File: src/pkg/pcis_pkg.sv
package pcis_pkg;

  // ************************************************************
  // control states and transmit selector
  // ************************************************************
  typedef enum logic [1:0] {
    ST_TRAIN,
    ST_IDLE,
    ST_DATA,
    ST_QUIET
  } pcis_state_t;

  typedef enum logic [1:0] {
    SEL_IDLE,
    SEL_NORMAL,
    SEL_ZEROS
  } pcis_sel_t;

  // ************************************************************
  // timing
  // ************************************************************
  localparam int CLK_PERIOD_NS = 5;
  localparam int IDLE_HOLD_MIN_NS = 3240;
  localparam int IDLE_HOLD_MAX_NS = 1000000;
  // least time rounds up, longest rounds down
  localparam int IDLE_HOLD_MIN_CYC =
    (IDLE_HOLD_MIN_NS + CLK_PERIOD_NS - 1) / CLK_PERIOD_NS;
  localparam int IDLE_HOLD_MAX_CYC = IDLE_HOLD_MAX_NS / CLK_PERIOD_NS;
  localparam int HOLD_W = 10;
  localparam logic [HOLD_W-1:0] HOLD_LAST =
    HOLD_W'(IDLE_HOLD_MIN_CYC - 1);

  // ************************************************************
  // register map (byte addresses)
  // ************************************************************
  localparam int ADDR_W = 4;
  localparam logic [ADDR_W-1:0] OFS_CTRL = 4'h0;
  localparam logic [ADDR_W-1:0] OFS_STATUS = 4'h4;
  localparam logic [ADDR_W-1:0] OFS_IRQ_STAT = 4'h8;
  localparam logic [ADDR_W-1:0] OFS_IRQ_MASK = 4'hc;

  typedef enum logic [2:0] {
    REG_CTRL,
    REG_STATUS,
    REG_IRQ_STAT,
    REG_IRQ_MASK,
    REG_NONE
  } pcis_reg_t;

  // ctrl fields
  localparam int CTRL_LEADER_BIT = 0;
  localparam int CTRL_RESTART_BIT = 1;
  localparam logic CTRL_LEADER_RST = 1'h1;

  // status fields
  localparam int STAT_STATE_LSB = 0;
  localparam int STAT_SEL_LSB = 2;
  localparam int STAT_LOC_OK_BIT = 4;
  localparam int STAT_REM_OK_BIT = 5;
  localparam int STAT_PRESENT_BIT = 6;
  localparam int STAT_LEADER_BIT = 7;

  // interrupt events
  localparam int IRQ_N = 3;
  localparam int IRQ_LINK_UP_BIT = 0;
  localparam int IRQ_QUIET_BIT = 1;
  localparam int IRQ_RESTART_BIT = 2;
  localparam logic [IRQ_N-1:0] IRQ_MASK_RST = 3'h0;

  // ************************************************************
  // carriers
  // ************************************************************
  typedef struct packed {
    logic [ADDR_W-1:0] address;
    logic read;
    logic write;
    logic [31:0] writedata;
    logic [3:0] byteenable;
  } pcis_avs_req_t;

  typedef struct packed {
    logic local_ok;
    logic scr_ok;
    logic invalid_sym;
    logic train_done;
  } pcis_rx_t;

endpackage : pcis_pkg

File: src/hdl/pcis_ctrl.sv
// Chosen here: register access over Avalon-MM and the address map.
`timescale 1ns/1ps
// What this block does
// - stay idle-only while local receiver ok and remote receiver not ok
// - leave idle-only to idle-or-payload on remote ok, quiet on local loss
// - remote ok comes from peer scrambler choice; ours reports local status
// - idle-only keeps sending idle training with local status reported ok
// - peer silent: idle symbols at least 3,24 us, at most 1 ms, then zeros
// - on entering idle-or-payload the selector goes to normal data
// - management command or invalid symbol after link restarts training
// - transitions are the same in leader and follower role
module pcis_ctrl #(
  parameter int IDLE_MAX_CYC = pcis_pkg::IDLE_HOLD_MAX_CYC
) (
  input wire logic clock, // 200 MHz symbol clock
  input wire logic resetn, // async reset, active low
  input wire logic clk_en, // freezes all state when low
  input wire pcis_pkg::pcis_avs_req_t avs_req, // avalon request
  output logic [31:0] avs_readdata, // avalon read data
  output logic avs_waitrequest, // avalon wait
  input wire logic rx_present_pin, // peer energy on pair, async
  input wire pcis_pkg::pcis_rx_t rx, // receiver status, same clock
  output pcis_pkg::pcis_sel_t tx_selector, // transmit mode
  output logic tx_scr_ok, // scrambler choice: local rx ok
  output logic irq // level interrupt
);

  // ************************************************************
  // state
  // ************************************************************
  typedef struct packed {
    logic [2:0] sync;
    logic present;
    pcis_pkg::pcis_state_t state;
    pcis_pkg::pcis_sel_t sel;
    logic [pcis_pkg::HOLD_W-1:0] hold_cnt;
    logic scr_ok;
    logic leader;
    logic [pcis_pkg::IRQ_N-1:0] irq_stat;
    logic [pcis_pkg::IRQ_N-1:0] irq_mask;
    logic irq;
    logic waitreq;
    logic [31:0] rdata;
  } pcis_regs_t;

  pcis_regs_t s_ff;
  pcis_regs_t nxt_s;

  function automatic pcis_pkg::pcis_reg_t reg_of(
    input logic [pcis_pkg::ADDR_W-1:0] a
  );
    unique case (a)
      pcis_pkg::OFS_CTRL: reg_of = pcis_pkg::REG_CTRL;
      pcis_pkg::OFS_STATUS: reg_of = pcis_pkg::REG_STATUS;
      pcis_pkg::OFS_IRQ_STAT: reg_of = pcis_pkg::REG_IRQ_STAT;
      pcis_pkg::OFS_IRQ_MASK: reg_of = pcis_pkg::REG_IRQ_MASK;
      default: reg_of = pcis_pkg::REG_NONE;
    endcase
  endfunction : reg_of

  function automatic pcis_pkg::pcis_sel_t sel_of(
    input pcis_pkg::pcis_state_t st
  );
    unique case (st)
      pcis_pkg::ST_DATA: sel_of = pcis_pkg::SEL_NORMAL;
      pcis_pkg::ST_QUIET: sel_of = pcis_pkg::SEL_ZEROS;
      pcis_pkg::ST_TRAIN, pcis_pkg::ST_IDLE: sel_of = pcis_pkg::SEL_IDLE;
    endcase
  endfunction : sel_of

  logic rem_ok;
  logic lost;
  logic wr_ack;
  logic restart;
  pcis_pkg::pcis_reg_t rsel;
  logic [pcis_pkg::IRQ_N-1:0] ev;

  // scrambler status trusted only while the synced pin says the peer talks
  assign rem_ok = rx.scr_ok & s_ff.present;
  assign lost = ~rx.local_ok | ~s_ff.present;
  assign rsel = reg_of(avs_req.address);
  // a write lands only at the edge where waitrequest is seen low
  assign wr_ack = avs_req.write & ~s_ff.waitreq & avs_req.byteenable[0];
  assign restart = wr_ack & (rsel == pcis_pkg::REG_CTRL)
    & avs_req.writedata[pcis_pkg::CTRL_RESTART_BIT];

  // ************************************************************
  // next state
  // ************************************************************
  always_comb begin
    nxt_s = s_ff;
    ev = '0;
    // peer presence: three flops, change accepted when last two agree
    nxt_s.sync = {s_ff.sync[1:0], rx_present_pin};
    if (s_ff.sync[1] == s_ff.sync[2]) begin
      nxt_s.present = s_ff.sync[2];
    end

    // leader/follower only reported; the paths below ignore it
    unique case (s_ff.state)
      pcis_pkg::ST_TRAIN: begin
        nxt_s.hold_cnt = '0;
        if (rx.train_done && rx.local_ok) begin
          nxt_s.state = pcis_pkg::ST_IDLE;
        end
      end
      pcis_pkg::ST_IDLE: begin
        if (restart || rx.invalid_sym) begin
          nxt_s.state = pcis_pkg::ST_TRAIN;
          ev[pcis_pkg::IRQ_RESTART_BIT] = 1'b1;
        end else if (lost) begin
          // keep idle symbols for the least hold before going quiet
          if (s_ff.hold_cnt == pcis_pkg::HOLD_LAST) begin
            nxt_s.state = pcis_pkg::ST_QUIET;
            ev[pcis_pkg::IRQ_QUIET_BIT] = 1'b1;
          end else begin
            nxt_s.hold_cnt = s_ff.hold_cnt + 1'b1;
          end
        end else if (rem_ok) begin
          nxt_s.state = pcis_pkg::ST_DATA;
          ev[pcis_pkg::IRQ_LINK_UP_BIT] = 1'b1;
        end else begin
          nxt_s.hold_cnt = '0;
        end
      end
      pcis_pkg::ST_DATA: begin
        nxt_s.hold_cnt = '0;
        if (restart || rx.invalid_sym) begin
          nxt_s.state = pcis_pkg::ST_TRAIN;
          ev[pcis_pkg::IRQ_RESTART_BIT] = 1'b1;
        end else if (!rx.local_ok) begin
          nxt_s.state = pcis_pkg::ST_QUIET;
          ev[pcis_pkg::IRQ_QUIET_BIT] = 1'b1;
        end else if (!rem_ok) begin
          nxt_s.state = pcis_pkg::ST_IDLE;
        end
      end
      pcis_pkg::ST_QUIET: begin
        nxt_s.hold_cnt = '0;
        // peer back on the pair: retrain from scratch
        if (restart || s_ff.present) begin
          nxt_s.state = pcis_pkg::ST_TRAIN;
          ev[pcis_pkg::IRQ_RESTART_BIT] = 1'b1;
        end
      end
    endcase
    nxt_s.sel = sel_of(nxt_s.state);
    // our scrambler reports local ok once out of training
    nxt_s.scr_ok = rx.local_ok && (nxt_s.state != pcis_pkg::ST_TRAIN);

    // ************************************************************
    // register bus
    // ************************************************************
    // one wait cycle per access; wait drops for exactly one edge
    if ((avs_req.read || avs_req.write) && s_ff.waitreq) begin
      nxt_s.waitreq = 1'b0;
    end else begin
      nxt_s.waitreq = 1'b1;
    end
    if (avs_req.read && s_ff.waitreq) begin
      nxt_s.rdata = '0;
      unique case (rsel)
        pcis_pkg::REG_CTRL:
          nxt_s.rdata[pcis_pkg::CTRL_LEADER_BIT] = s_ff.leader;
        pcis_pkg::REG_STATUS: begin
          nxt_s.rdata[pcis_pkg::STAT_STATE_LSB +: 2] = s_ff.state;
          nxt_s.rdata[pcis_pkg::STAT_SEL_LSB +: 2] = s_ff.sel;
          nxt_s.rdata[pcis_pkg::STAT_LOC_OK_BIT] = rx.local_ok;
          nxt_s.rdata[pcis_pkg::STAT_REM_OK_BIT] = rem_ok;
          nxt_s.rdata[pcis_pkg::STAT_PRESENT_BIT] = s_ff.present;
          nxt_s.rdata[pcis_pkg::STAT_LEADER_BIT] = s_ff.leader;
        end
        pcis_pkg::REG_IRQ_STAT:
          nxt_s.rdata[pcis_pkg::IRQ_N-1:0] = s_ff.irq_stat;
        pcis_pkg::REG_IRQ_MASK:
          nxt_s.rdata[pcis_pkg::IRQ_N-1:0] = s_ff.irq_mask;
        pcis_pkg::REG_NONE: nxt_s.rdata = '0;
        default: nxt_s.rdata = '0;
      endcase
    end
    if (wr_ack && rsel == pcis_pkg::REG_CTRL) begin
      nxt_s.leader = avs_req.writedata[pcis_pkg::CTRL_LEADER_BIT];
    end
    if (wr_ack && rsel == pcis_pkg::REG_IRQ_MASK) begin
      nxt_s.irq_mask = avs_req.writedata[pcis_pkg::IRQ_N-1:0];
    end
    // write one to clear; a same-cycle event wins
    for (int i = 0; i < pcis_pkg::IRQ_N; i++) begin
      if (ev[i]) begin
        nxt_s.irq_stat[i] = 1'b1;
      end else if (wr_ack && rsel == pcis_pkg::REG_IRQ_STAT
                   && avs_req.writedata[i]) begin
        nxt_s.irq_stat[i] = 1'b0;
      end
    end
    nxt_s.irq = |(nxt_s.irq_stat & nxt_s.irq_mask);
  end

  always_ff @(posedge clock or negedge resetn) begin
    if (!resetn) begin
      s_ff <= '{sync: 3'h0, present: 1'h0, state: pcis_pkg::ST_TRAIN,
                sel: pcis_pkg::SEL_IDLE, hold_cnt: '0, scr_ok: 1'h0,
                leader: pcis_pkg::CTRL_LEADER_RST, irq_stat: '0,
                irq_mask: pcis_pkg::IRQ_MASK_RST, irq: 1'h0,
                waitreq: 1'h1, rdata: 32'h0};
    end else if (clk_en) begin
      s_ff <= nxt_s;
    end
  end

  assign tx_selector = s_ff.sel;
  assign tx_scr_ok = s_ff.scr_ok;
  assign irq = s_ff.irq;
  assign avs_readdata = s_ff.rdata;
  assign avs_waitrequest = s_ff.waitreq;

  logic step;
  assign step = clk_en & ~restart & ~rx.invalid_sym;
endmodule : pcis_ctrl

File: config.mk
export PLATFORM = sky130hd
export DESIGN_NAME = pcis_ctrl
export DESIGN_NICKNAME = d
export VERILOG_FILES = /design/src/pkg/pcis_pkg.sv /design/src/hdl/pcis_ctrl.sv
export SDC_FILE = /design/constraint.sdc
export NUM_CORES = 1
export LEC_CHECK = 0
export ABC_CLOCK_PERIOD_IN_PS = 2200
export BUFFER_PORTS_ARGS = -buffer_cell sky130_fd_sc_hd__buf_4
export CAP_MARGIN = 30
export CELL_PAD_IN_SITES_DETAIL_PLACEMENT = 1
export CELL_PAD_IN_SITES_GLOBAL_PLACEMENT = 2
export CORE_MARGIN = 2
export CORE_UTILIZATION = 26
export DETAILED_ROUTE_END_ITERATION = 6
export GPL_TIMING_DRIVEN = 0
export PLACE_DENSITY = 0.72
export SETUP_SLACK_MARGIN = 0.02
export SYNTH_ARGS = -nofsm -noshare
export SYNTH_HDL_FRONTEND = slang
export SYNTH_SLANG_ARGS = --single-unit
File: constraint.sdc
create_clock -name clock -period 2.2 [get_ports clock]
set_clock_uncertainty 0.05 [all_clocks]
set_input_delay 0.44 -clock clock [delete_from_list [all_inputs] [get_ports clock]]
set_output_delay 0.44 -clock clock [all_outputs]
set_load 0.01 [all_outputs]
==> summary.md, run 1 <==
| Metric | Value |
|---|---|
| Final hold violation count | `0` |
| Iter 0 DRT Violations | `55` |
| Synth cell types | `53` |
| Synth area leaders | `dfrtp_1, buf_4, mux2_2` |
| Clock sink count | `36` |
| WL/cell | `14.4 um` |
| Util after Layout | `about a third` |
| Hold_buf cts | `0` |
| Number of global-route vias before repair | `1,946` |
| Chip height | `just under 100 um` |
| CP Depth | `8` |
| Synth area leader | `dfrtp_1` |
| Core Area | `~8700 um2` |
| Commonest non-fill, non-tap cell in the layout | `buf_4` |
| Die width | `98.6 um` |
| R2R Setup Slk | `about 0.069 ns` |
| Status | `completed` |
| Max Transition Viols Final | `0` |
| Worst reg2reg endpoint | `s_ff[44]` |
| CP Capture Type | `flip-flop` |
| Worst r2r path cells | `8` |
| CP delay by family, top | `simple AND/OR/NAND/NOR gates` |
| GRT Resource Usage Total | `12.6%` |
| Global route overflow | `0` |
| Clk pin slew, worst setup/hold paths | `0.08 ns` |
| Share of the synthesized area in the top cell type | `between 30% and 40%` |
| Initial antenna violation count | `0` |
| Slew headroom | `57.7%` |
| Total Wirelength | `between 5000 and 6000 um` |
| CP Launch Type | `flip-flop` |
| Crit path time final | `between 2 and 2.5 ns` |
| Critical R2R Launch | `s_ff[55]` |
| Top_reg_cell synth | `dfrtp_1` |
| Hold Crit Class | `in2async` |
| Synth Instances | `between 200 and 250` |
| Starting density of the core | `between 20% and 30%` |
| Fin cells | `slightly above 400` |
| Placer Congestion | `around 0.76` |
| Final setup fails | `0` |
| CP required | `about 2.3 ns` |
| FMAX | `0.469 GHz` |
| First-pass GRT wire length | `approximately 9900 um` |
| Slowest library cell on the worst path | `or4_1` |
| ANT cells | `0` |
| Count of buffer and inverter cells on the critical path | `2` |
| Worst Setup SP | `s_ff[55]` |
| VDD IR max | `between 0.2 and 0.25 mV` |
| Fill count | `roughly 1,100` |
| DRC | `0` |
| HPWL Detailed | `approximately 4400 um` |
| Number of flops mapped to enable cells by yosys | `0` |
| PwrDens | `794 nW/um2` |
| Total die area | `9710 um2` |
| Io pins | `87` |
| Dpl cells | `slightly above 400` |
| Post-synth ARST share | `100%` |
| WS Path Type | `reg2reg` |
| Num CTS Buffers | `5` |
| Least-Margin Pin Slew | `0.631 ns` |
| Max-cap viol count | `0` |
| Routed via count | `between 1,500 and 2,000` |
| Synth Warn # | `0` |
| Largest net degree at the start of global routing | `37` |
| Top fanout value on the critical path | `5` |
| Mean Syn Cell Area | `9.57 um2` |
| Layout overhead on the synthesized area | `25.9%` |
| Nets | `361` |
| I/O Buffers | `29` |
| Layout cells sized above 1 | `33.9%` |
| Critical path endpoint | `s_ff[44]` |
| # H-tree levels | `2` |
| Largest stage delay, worst path | `roughly 0.53 ns` |
| Worst skew pair latency | `a little under 0.3 ns` |
| Post-Syn Area | `around 2300 um2` |
| CTS root buf | `clkbuf_8` |
| DR pass1 iterations | `4` |
| Leakage power | `1.39 nW` |
| Post-route ant nets | `0` |
| Most frequent cells in the layout | `buf_4, dfrtp_1, conb_1` |
| Final worst path period share | `approximately 97%` |
| CTS tree | `done` |
| Max clock buf depth | `2` |
| Worst-path cell chain | `inv_4 -> ha_4 -> a21bo_2 -> or4_1 -> o211ai_2 -> or2_1 -> buf_4 -> o21ai_1` |
| Row count | `34` |
| Post-synthesis sequential area ratio | `between 30% and 40%` |
| RSZ-0062 raised after global routing | `yes` |
| Register bit total from synthesis | `36` |
| Drt via density | `between 4 and 5` |
| WP data arrival | `roughly 2.3 ns` |
==> worst min path at each step <==
| stage | from | to | slack (ns) |
|---|---|---|---|
| detailed placement | resetn | avs_readdata[3] | 0.39 |
| global placement | resetn | avs_readdata[3] | 0.39 |
| floorplan | resetn | avs_readdata[0] | 0.09 |
| finish | resetn | avs_readdata[3] | 0.06 |
| global route | resetn | avs_readdata[3] | 0.09 |
| CTS | resetn | avs_readdata[7] | 0.07 |
==> synth_stat cells, types with 2 or more instances <==
cell type  instances
ha_1               5
nor3_1             2
and3_1             3
o32ai_1            2
nand2_1           15
o21ai_1            5
nor2_1            13
dfrtp_1           34
o21ai_0           14
mux2_2             8
clkbuf_1           3
inv_1             11
buf_2              4
nand4bb_1          2
and4b_1            2
nand3_1           10
a22o_1             5
o211ai_1           2
a21oi_1            6
buf_4             36
a31oi_1            9
mux2i_1            3
o31ai_1            8
nand4_1            3
nand2b_1           2
nor2b_1            3
a22oi_1            4
a21o_1             3
dfstp_2            2
==> through the flow <==
| step | setup TNS (ns) | hold WS [ns] | setup slack (ns) | power, mW | cell area [um2] |
|---|---|---|---|---|---|
| floorplan | 0 | 0.0944 | 0.112 | 1.41 | 2410 |
| global placement | -1.76 | 0.393 | -0.169 | 1.67 | 2760 |
| detailed placement | -1.88 | 0.391 | -0.179 | 1.68 | 2760 |
| CTS | 0 | 0.0726 | 0.0622 | 2.32 | 2890 |
| global route | -0.0355 | 0.0907 | -0.0135 | 2.48 | 2930 |
| finish | 0 | 0.0582 | 0.0695 | 2.32 | 2930 |
==> area by class of cell <==
cell class / instances / area, um2 / share of cell area [%]
Buffer: 44 / 313 / 10.7
Clock buffer: 6 / 72.6 / 2.48
Clock inverter: 2 / 35.0 / 1.20
Inverter: 11 / 43.8 / 1.50
Multi-Input combinational cell: 175 / 1170 / 40.1
Sequential cell: 36 / 906 / 31.0
Tap cell: 108 / 135 / 4.62
Timing Repair Buffer: 33 / 248 / 8.47
==> flip-flops by register name, summed over array words and instances, names as in the netlist <==
signal           count
tx_scr_ok            1
irq                  1
tx_selector          2
avs_waitrequest      1
s_ff                21
nxt_s                2
avs_readdata         8
==> report_power, final <==
| group | switching, mW | leakage (nW) | internal (mW) |
|---|---|---|---|
| registers | 0.0938 | 0.459 | 0.768 |
| logic | 0.460 | 0.878 | 0.411 |
| clock network | 0.254 | 0.0552 | 0.337 |
==> kinds of logic after synthesis <==
kind of cell | after synthesis | synth area share, %
buf+inv | 55 | 14.9
compound gates | 70 | 21.4
other cells | 1 | 0.161
simple gates | 64 | 15.8
fa+ha+maj | 5 | 2.69
mux | 12 | 6.14
flops | 36 | 38.9
==> metal layers <==
| layer | up-vias | part of all wire, % | track usage [%] |
|---|---|---|---|
| li1 | 953 | - | - |
| met1 | 963 | 45 | 16.1 |
| met2 | 41 | 50 | 21.9 |
| met3 | 5 | 4.5 | 2.62 |
| met4 | 0 | 0.85 | 2.53 |
| met5 | - | 0 | 0 |
==> repair_timing <==
| item | in CTS | in global routing |
|---|---|---|
| buffers inserted | 1 | 2 |
| pin swaps | 0 | 2 |
| setup endpoints to repair | 14 | 12 |
| resized for setup | 5 | 4 |
| cloned | 0 | 1 |
(Power assumes the default switching activity.)
==> inputs of run 2 (changes only) <==
--- a/config.mk
+++ b/config.mk
@@ -6,15 +6,15 @@
 export NUM_CORES = 1
 export LEC_CHECK = 0
 export ABC_CLOCK_PERIOD_IN_PS = 2200
-export BUFFER_PORTS_ARGS = -buffer_cell sky130_fd_sc_hd__buf_4
 export CAP_MARGIN = 30
 export CELL_PAD_IN_SITES_DETAIL_PLACEMENT = 1
 export CELL_PAD_IN_SITES_GLOBAL_PLACEMENT = 2
 export CORE_MARGIN = 2
-export CORE_UTILIZATION = 26
+export CORE_UTILIZATION = 33
 export DETAILED_ROUTE_END_ITERATION = 6
+export DONT_BUFFER_PORTS = 1
 export GPL_TIMING_DRIVEN = 0
-export PLACE_DENSITY = 0.72
+export PLACE_DENSITY = 0.71
 export SETUP_SLACK_MARGIN = 0.02
 export SYNTH_ARGS = -nofsm -noshare
 export SYNTH_HDL_FRONTEND = slang
==> run 2 against run 1 <==
  * Design area shrank 6.5%
  * Power shrank 5.7%
  * Sequential power is essentially flat
  * Sequential share of layout area grew 2.1 points
  * Clock power shrank 12%
  * Hold slack gained 0.16 ns
  * Critical endpoint is now s_ff[46]
  * Largest power group is now registers
==> summary.md, run 2 (same netlist as run 1, synthesis figures left out) <==
| Metric | Value |
|---|---|
| DRC | `0` |
| Final setup fails | `0` |
| VDD IR max | `0.348 mV` |
| Clk pin slew, worst setup/hold paths | `around 0.080 ns` |
| Post-DP Area | `approximately 2500 um2` |
| Clock sink count | `36` |
| WL/cell | `15.0 um` |
| Commonest non-fill, non-tap cell in the layout | `buf_4` |
| Row count | `30` |
| Slowest library cell on the worst path | `or4_4` |
| Least-Margin Pin Slew | `between 0.5 and 0.6 ns` |
| WS Path Type | `reg2reg` |
| Placer Congestion | `slightly above 0.8` |
| Core Area | `6790 um2` |
| CP Launch Type | `flip-flop` |
| Io pins | `87` |
| Crit path time final | `~2.1 ns` |
| GRT Resource Usage Total | `~15%` |
| Total Wirelength | `5650 um` |
| DR pass1 iterations | `4` |
| Final hold violation count | `0` |
| Starting density of the core | `between 30% and 40%` |
| Fin area | `2740 um2` |
| Post-route ant nets | `0` |
| HPWL Detailed | `4090 um` |
| First-pass GRT wire length | `between 8000 and 9000 um` |
| Global route overflow | `0` |
| FMAX | `a little under 0.5 GHz` |
| Max clock buf depth | `2` |
| Largest stage delay, worst path | `0.52 ns` |
| CP Capture Type | `flip-flop` |
| CTS root buf | `clkbuf_8` |
| Max reg flops | `21` |
| Chip height | `around 88 um` |
| CP delay by family, top | `simple AND/OR/NAND/NOR gates` |
| Count of buffer and inverter cells on the critical path | `2` |
| Number of global-route vias before repair | `between 1,500 and 2,000` |
| Max Transition Viols Final | `0` |
| ANT cells | `0` |
| Largest net degree at the start of global routing | `37` |
| WP data arrival | `between 2 and 2.5 ns` |
| Worst-path cell chain | `inv_4 -> ha_4 -> a21bo_4 -> or4_4 -> o211ai_4 -> or2_4 -> buf_4 -> o31ai_1` |
| Critical path endpoint | `s_ff[46]` |
| Worst Setup SP | `s_ff[55]` |
| Max-cap viol count | `0` |
| Util after Layout | `a little over 40%` |
| PwrDens | `around 800 nW/um2` |
| Final setup TNS | `0 ns` |
| Worst reg2reg endpoint | `s_ff[46]` |
| Layout overhead on the synthesized area | `17.8%` |
| Top fanout value on the critical path | `5` |
| Routed via count | `1,836` |
| Worst skew pair latency | `approximately 0.30 ns` |
| Most frequent cells in the layout | `buf_4, dfrtp_1, conb_1` |
| Die width | `just under 90 um` |
| Reg with most FFs | `s_ff` |
| CP Depth | `8` |
| Final worst path period share | `94.5%` |
| Hold_ws | `about 0.22 ns` |
| Drt via density | `a little under 5` |
| CTS tree | `done` |
| Initial antenna violation count | `0` |
| RSZ-0062 raised after global routing | `no` |
| Leakage power | `between 1 and 1.5 nW` |
| # H-tree levels | `2` |
| Nets | `around 330` |
| R2R Setup Slk | `0.12 ns` |
| Iter 0 DRT Violations | `54` |
| Layout cells sized above 1 | `27.9%` |
| Total chip power | `between 2 and 2.5 mW` |
| Worst r2r path cells | `8` |
| CP required | `about 2.3 ns` |
| Hold Crit Class | `in2reg` |
| I/O Buffers | `0` |
| Slew headroom | `about three fifths` |
| Critical R2R Launch | `s_ff[55]` |
| Num CTS Buffers | `5` |
| Total die area | `7730 um2` |
| Status | `completed` |
## run 2: what timing repair did
item	4_1_cts	5_1_grt
pin swaps	0	2
hold buffers	2	0
gates cloned	0	1
buffers inserted	1	2
endpoints found under the hold margin	36	0
setup endpoints to repair	14	11
gates resized for setup	5	8
## run 2: final cells by class
type	count	area, um2
sequential	36	906
tap	96	120
inverter	11	43.8
clock buffer	8	100
fill	804	4060
timing repair buffer	6	60.1
multi-input combinational	175	1190
buffer	44	313
## run 2: worst reg2reg max path, cell delays in order, from the launching register on
cell and delay [ns]:
dfrtp_2 0.44, inv_4 0.08, ha_4 0.15, a21bo_4 0.24, or4_4 0.52, o211ai_4 0.11
or2_4 0.17, buf_4 0.13, o31ai_1 0.06
## run 2: metrics by stage
step | worst slack, ns | std cells
CTS | 0.0518 | 373
finish | 0.120 | 376
global route | 0.0222 | 376
global placement | -0.166 | 362
floorplan | 0.112 | 266
detailed placement | -0.165 | 362
## run 2: power breakdown
group / internal, mW / switching [mW] / leakage, nW
sequential: 0.769 / 0.0948 / 0.459
combinational: 0.367 / 0.439 / 0.757
clock: 0.286 / 0.237 / 0.0515
## run 2: layer usage
metal  part of all wire (%)  wire length [um]  global-route usage, %
met5                      0                 0                      0
met4                   0.97                55                   5.03
met3                    3.0               171                   3.58
met2                     50              2830                   25.8
met1                     46              2600                   19.4
## run 2: worst min path at each step
stage | startpoint | end | slack, ns | cells after the start
floorplan | resetn | avs_readdata[0] | 0.09 | 0
global placement | resetn | avs_readdata[3] | 0.1 | 0
detailed placement | resetn | avs_readdata[5] | 0.1 | 0
CTS | rx[3] | avs_readdata[4] | 0.22 | 1
global route | rx[3] | avs_readdata[4] | 0.22 | 1
finish | rx[3] | avs_readdata[4] | 0.22 | 1
==> inputs of run 3 (changes only) <==
--- a/config.mk
+++ b/config.mk
@@ -5,12 +5,13 @@
 export SDC_FILE = /design/constraint.sdc
 export NUM_CORES = 1
 export LEC_CHECK = 0
+export ABC_AREA = 1
 export ABC_CLOCK_PERIOD_IN_PS = 2200
 export CAP_MARGIN = 30
-export CELL_PAD_IN_SITES_DETAIL_PLACEMENT = 1
+export CELL_PAD_IN_SITES_DETAIL_PLACEMENT = 0
 export CELL_PAD_IN_SITES_GLOBAL_PLACEMENT = 2
 export CORE_MARGIN = 2
-export CORE_UTILIZATION = 33
+export CORE_UTILIZATION = 31
 export DETAILED_ROUTE_END_ITERATION = 6
 export DONT_BUFFER_PORTS = 1
 export GPL_TIMING_DRIVEN = 0
==> run 3 against run 2 <==
  * Sequential power up 5.8%
  * Wire length up 1.3%
  * Cell count up 20%
  * Design area up 3.1%
  * Critical path type unchanged
  * Largest power group unchanged
==> summary.md, run 3 <==
| Metric | Value |
|---|---|
| Status | `completed` |
| DRC | `0` |
| Crit path time final | `approximately 2.0 ns` |
| Util after Layout | `37.1%` |
| Hold Crit Class | `in2reg` |
| Critical R2R Launch | `s_ff[55]` |
| Most frequent cells in the layout | `nand2_1, buf_4, dfrtp_1` |
| Share of the synthesized area in the top cell type | `between 30% and 40%` |
| CP delay by family, top | `buffers and inverters` |
| CP required | `2.37 ns` |
| Most frequent cell after synthesis | `nand2_1` |
| Initial antenna violation count | `0` |
| Commonest non-fill, non-tap cell in the layout | `nand2_1` |
| PwrDens | `876 nW/um2` |
| Post-synthesis sequential area ratio | `~38%` |
| Synth cell types | `35` |
| Synth Warn # | `0` |
| Number of flops mapped to enable cells by yosys | `0` |
| Final setup TNS | `0 ns` |
| Count of buffer and inverter cells on the critical path | `3` |
| Max reg flops | `21` |
| Synth Instances | `roughly 320` |
| First-pass GRT wire length | `roughly 9500 um` |
| Hold_ws | `between 0.2 and 0.25 ns` |
| CTS tree | `done` |
| Drt via density | `between 4 and 5` |
| Least-Margin Pin Slew | `0.856 ns` |
| Slowest library cell on the worst path | `dfrtp_2` |
| Top_reg_cell synth | `dfrtp_1` |
| Top cells by count, synth | `nand2_1, buf_4, dfrtp_1` |
| Top fanout value on the critical path | `10` |
| Mean Syn Cell Area | `7.62 um2` |
| Layout cells sized above 1 | `a little under a quarter` |
| WL/cell | `between 10 and 15 um` |
| Largest net degree at the start of global routing | `37` |
| Leakage power | `about 1.4 nW` |
| Final worst path period share | `~90%` |
| Max-cap viol count | `0` |
| Post-synth ARST share | `100%` |
| RSZ-0062 raised after global routing | `no` |
| WP data arrival | `2.15 ns` |
| Reg with most FFs | `s_ff` |
| Worst Setup SP | `s_ff[55]` |
| Number of global-route vias before repair | `around 1,900` |
| Hold_sp | `rx_present_pin` |
| Placer Congestion | `between 0.8 and 0.9` |
| CP Capture Type | `flip-flop` |
| Iter 0 DRT Violations | `roughly 120` |
| Layout overhead on the synthesized area | `17.2%` |
| Setup bufs post-CTS | `0` |
| Synth area leader | `dfrtp_1` |
| Clock sink count | `36` |
| DR pass1 iterations | `4` |
| Global route overflow | `0` |
| Post-route ant nets | `0` |
| Max Transition Viols Final | `0` |
| Clk pin slew, worst setup/hold paths | `roughly 0.080 ns` |
| I/O Buffers | `0` |
| Register area | `between 900 and 1000 um2` |
| Synth area leaders | `dfrtp_1, nand2_1, buf_4` |
| CTS root buf | `clkbuf_8` |
| WS Path Type | `reg2reg` |
| Total Wirelength | `5730 um` |
| # H-tree levels | `2` |
| Io pins | `87` |
| ANT cells | `0` |
| Largest stage delay, worst path | `around 0.46 ns` |
| Num CTS Buffers | `5` |
| Chip height | `approximately 92 um` |
| Final hold violation count | `0` |
| Post-Syn Area | `2410 um2` |
| GRT Resource Usage Total | `about 14%` |
| FMAX | `0.505 GHz` |
| Worst-path cell chain | `inv_1 -> ha_1 -> buf_4 -> nand2_4 -> nor2_2 -> nand2_2 -> nor3b_2 -> o21ai_4 -> buf_6 -> nand2_1 -> o21ai_2` |
| Worst skew pair latency | `~0.29 ns` |
| Register bit total from synthesis | `36` |
| Fill count | `between 800 and 900` |
| VDD IR max | `between 0.4 and 0.5 mV` |
| Die width | `just over 90 um` |
| Routed via count | `1,988` |
| Nets | `around 400` |
| Max clock buf depth | `2` |
| Starting density of the core | `approximately a third` |
| Core Area | `around 7600 um2` |
| Slew headroom | `between 40% and 50%` |
| Total die area | `8490 um2` |
| Final setup fails | `0` |
| Row count | `32` |
| CP Launch Type | `flip-flop` |
| Footprint of the multi-input gates | `1200 um2` |
| HPWL Detailed | `about 4300 um` |
-- run 3: changes by cell type after synthesis, moves of 5 or more --
| cell | before | now |
|---|---|---|
| a22o_1 | 5 | 0 |
| a31oi_1 | 9 | 2 |
| inv_1 | 11 | 29 |
| mux2_2 | 8 | 3 |
| nand2_1 | 15 | 84 |
| nand3_1 | 10 | 22 |
| nand4_1 | 3 | 10 |
| nor2_1 | 13 | 18 |
| o21ai_0 | 14 | 19 |
| o21ai_2 | 0 | 7 |
| o31ai_1 | 8 | 0 |
-- run 3: cell type report --
cell class | count | area share [%]
clock buffer | 5 | 2.44
sequential | 36 | 32.0
tap | 102 | 4.52
timing repair buffer | 2 | 1.06
clock inverter | 3 | 3.19
multi-input combinational | 232 | 42.4
buffer | 39 | 10.1
inverter | 32 | 4.26
-- run 3: path summary, 6_finish.rpt --
check	end	slack (ns)	cells after the start
worst max-delay path	s_ff[49]	0.22	11
worst min-delay path	nxt_s[58]	0.23	2
worst max register to register	s_ff[49]	0.22	11
worst min register to register	avs_readdata[5]	0.46	2
max in group asynchronous	s_ff[40]	1.26	2
min in group asynchronous	s_ff[42]	0.58	2
-- run 3: cells by family after synthesis --
kind of cell    synth area share, %
mux                            1.40
other cells                   0.156
xor+xnor                      0.364
flops                          37.5
compound gates                 12.2
fa+ha+maj                      2.60
buf+inv                        16.8
simple gates                   29.0
-- run 3: where the power goes --
group | internal (mW) | leakage, nW | switching, mW
sequential | 0.784 | 0.456 | 0.131
clock | 0.567 | 0.0784 | 0.259
combinational | 0.290 | 0.883 | 0.443
total | 1.64 | 1.42 | 0.833
-- run 3: routing by layer --
metal	GRT usage [%]	up-vias	part of all wire, %
li1	-	1035	-
met1	20.8	896	52
met2	20.7	55	42
met3	3.62	2	5.6
met4	3.61	0	0.42
met5	0	-	0
-- run 3: repair_timing --
action                                 CTS  global route
gates resized for setup                  0             3
endpoints found under the hold margin   36             0
setup endpoints to repair                0             8
hold buffers                             2             0
-- run 3: worst register-to-register path, cell delays in order, from the launching register on --
cell and delay (ns):
dfrtp_2 0.46, inv_1 0.11, ha_1 0.16, buf_4 0.19
nand2_4 0.08, nor2_2 0.11, nand2_2 0.08, nor3b_2 0.18
o21ai_4 0.15, buf_6 0.23, nand2_1 0.08, o21ai_2 0.05
-- run 3: through the flow --
| stage | std cells | setup slack (ns) | instance area [um2] | total power, mW |
|---|---|---|---|---|
| 4_1_cts | 451 | 0.102 | 2810 | 2.50 |
| 6_report | 451 | 0.219 | 2820 | 2.47 |
| 5_1_grt | 451 | 0.0528 | 2820 | 2.66 |
| 3_3_place_gp | 441 | 0.105 | 2620 | 1.63 |
| 3_5_place_dp | 441 | 0.132 | 2620 | 1.64 |
| 2_1_floorplan | 339 | 0.444 | 2490 | 1.47 |
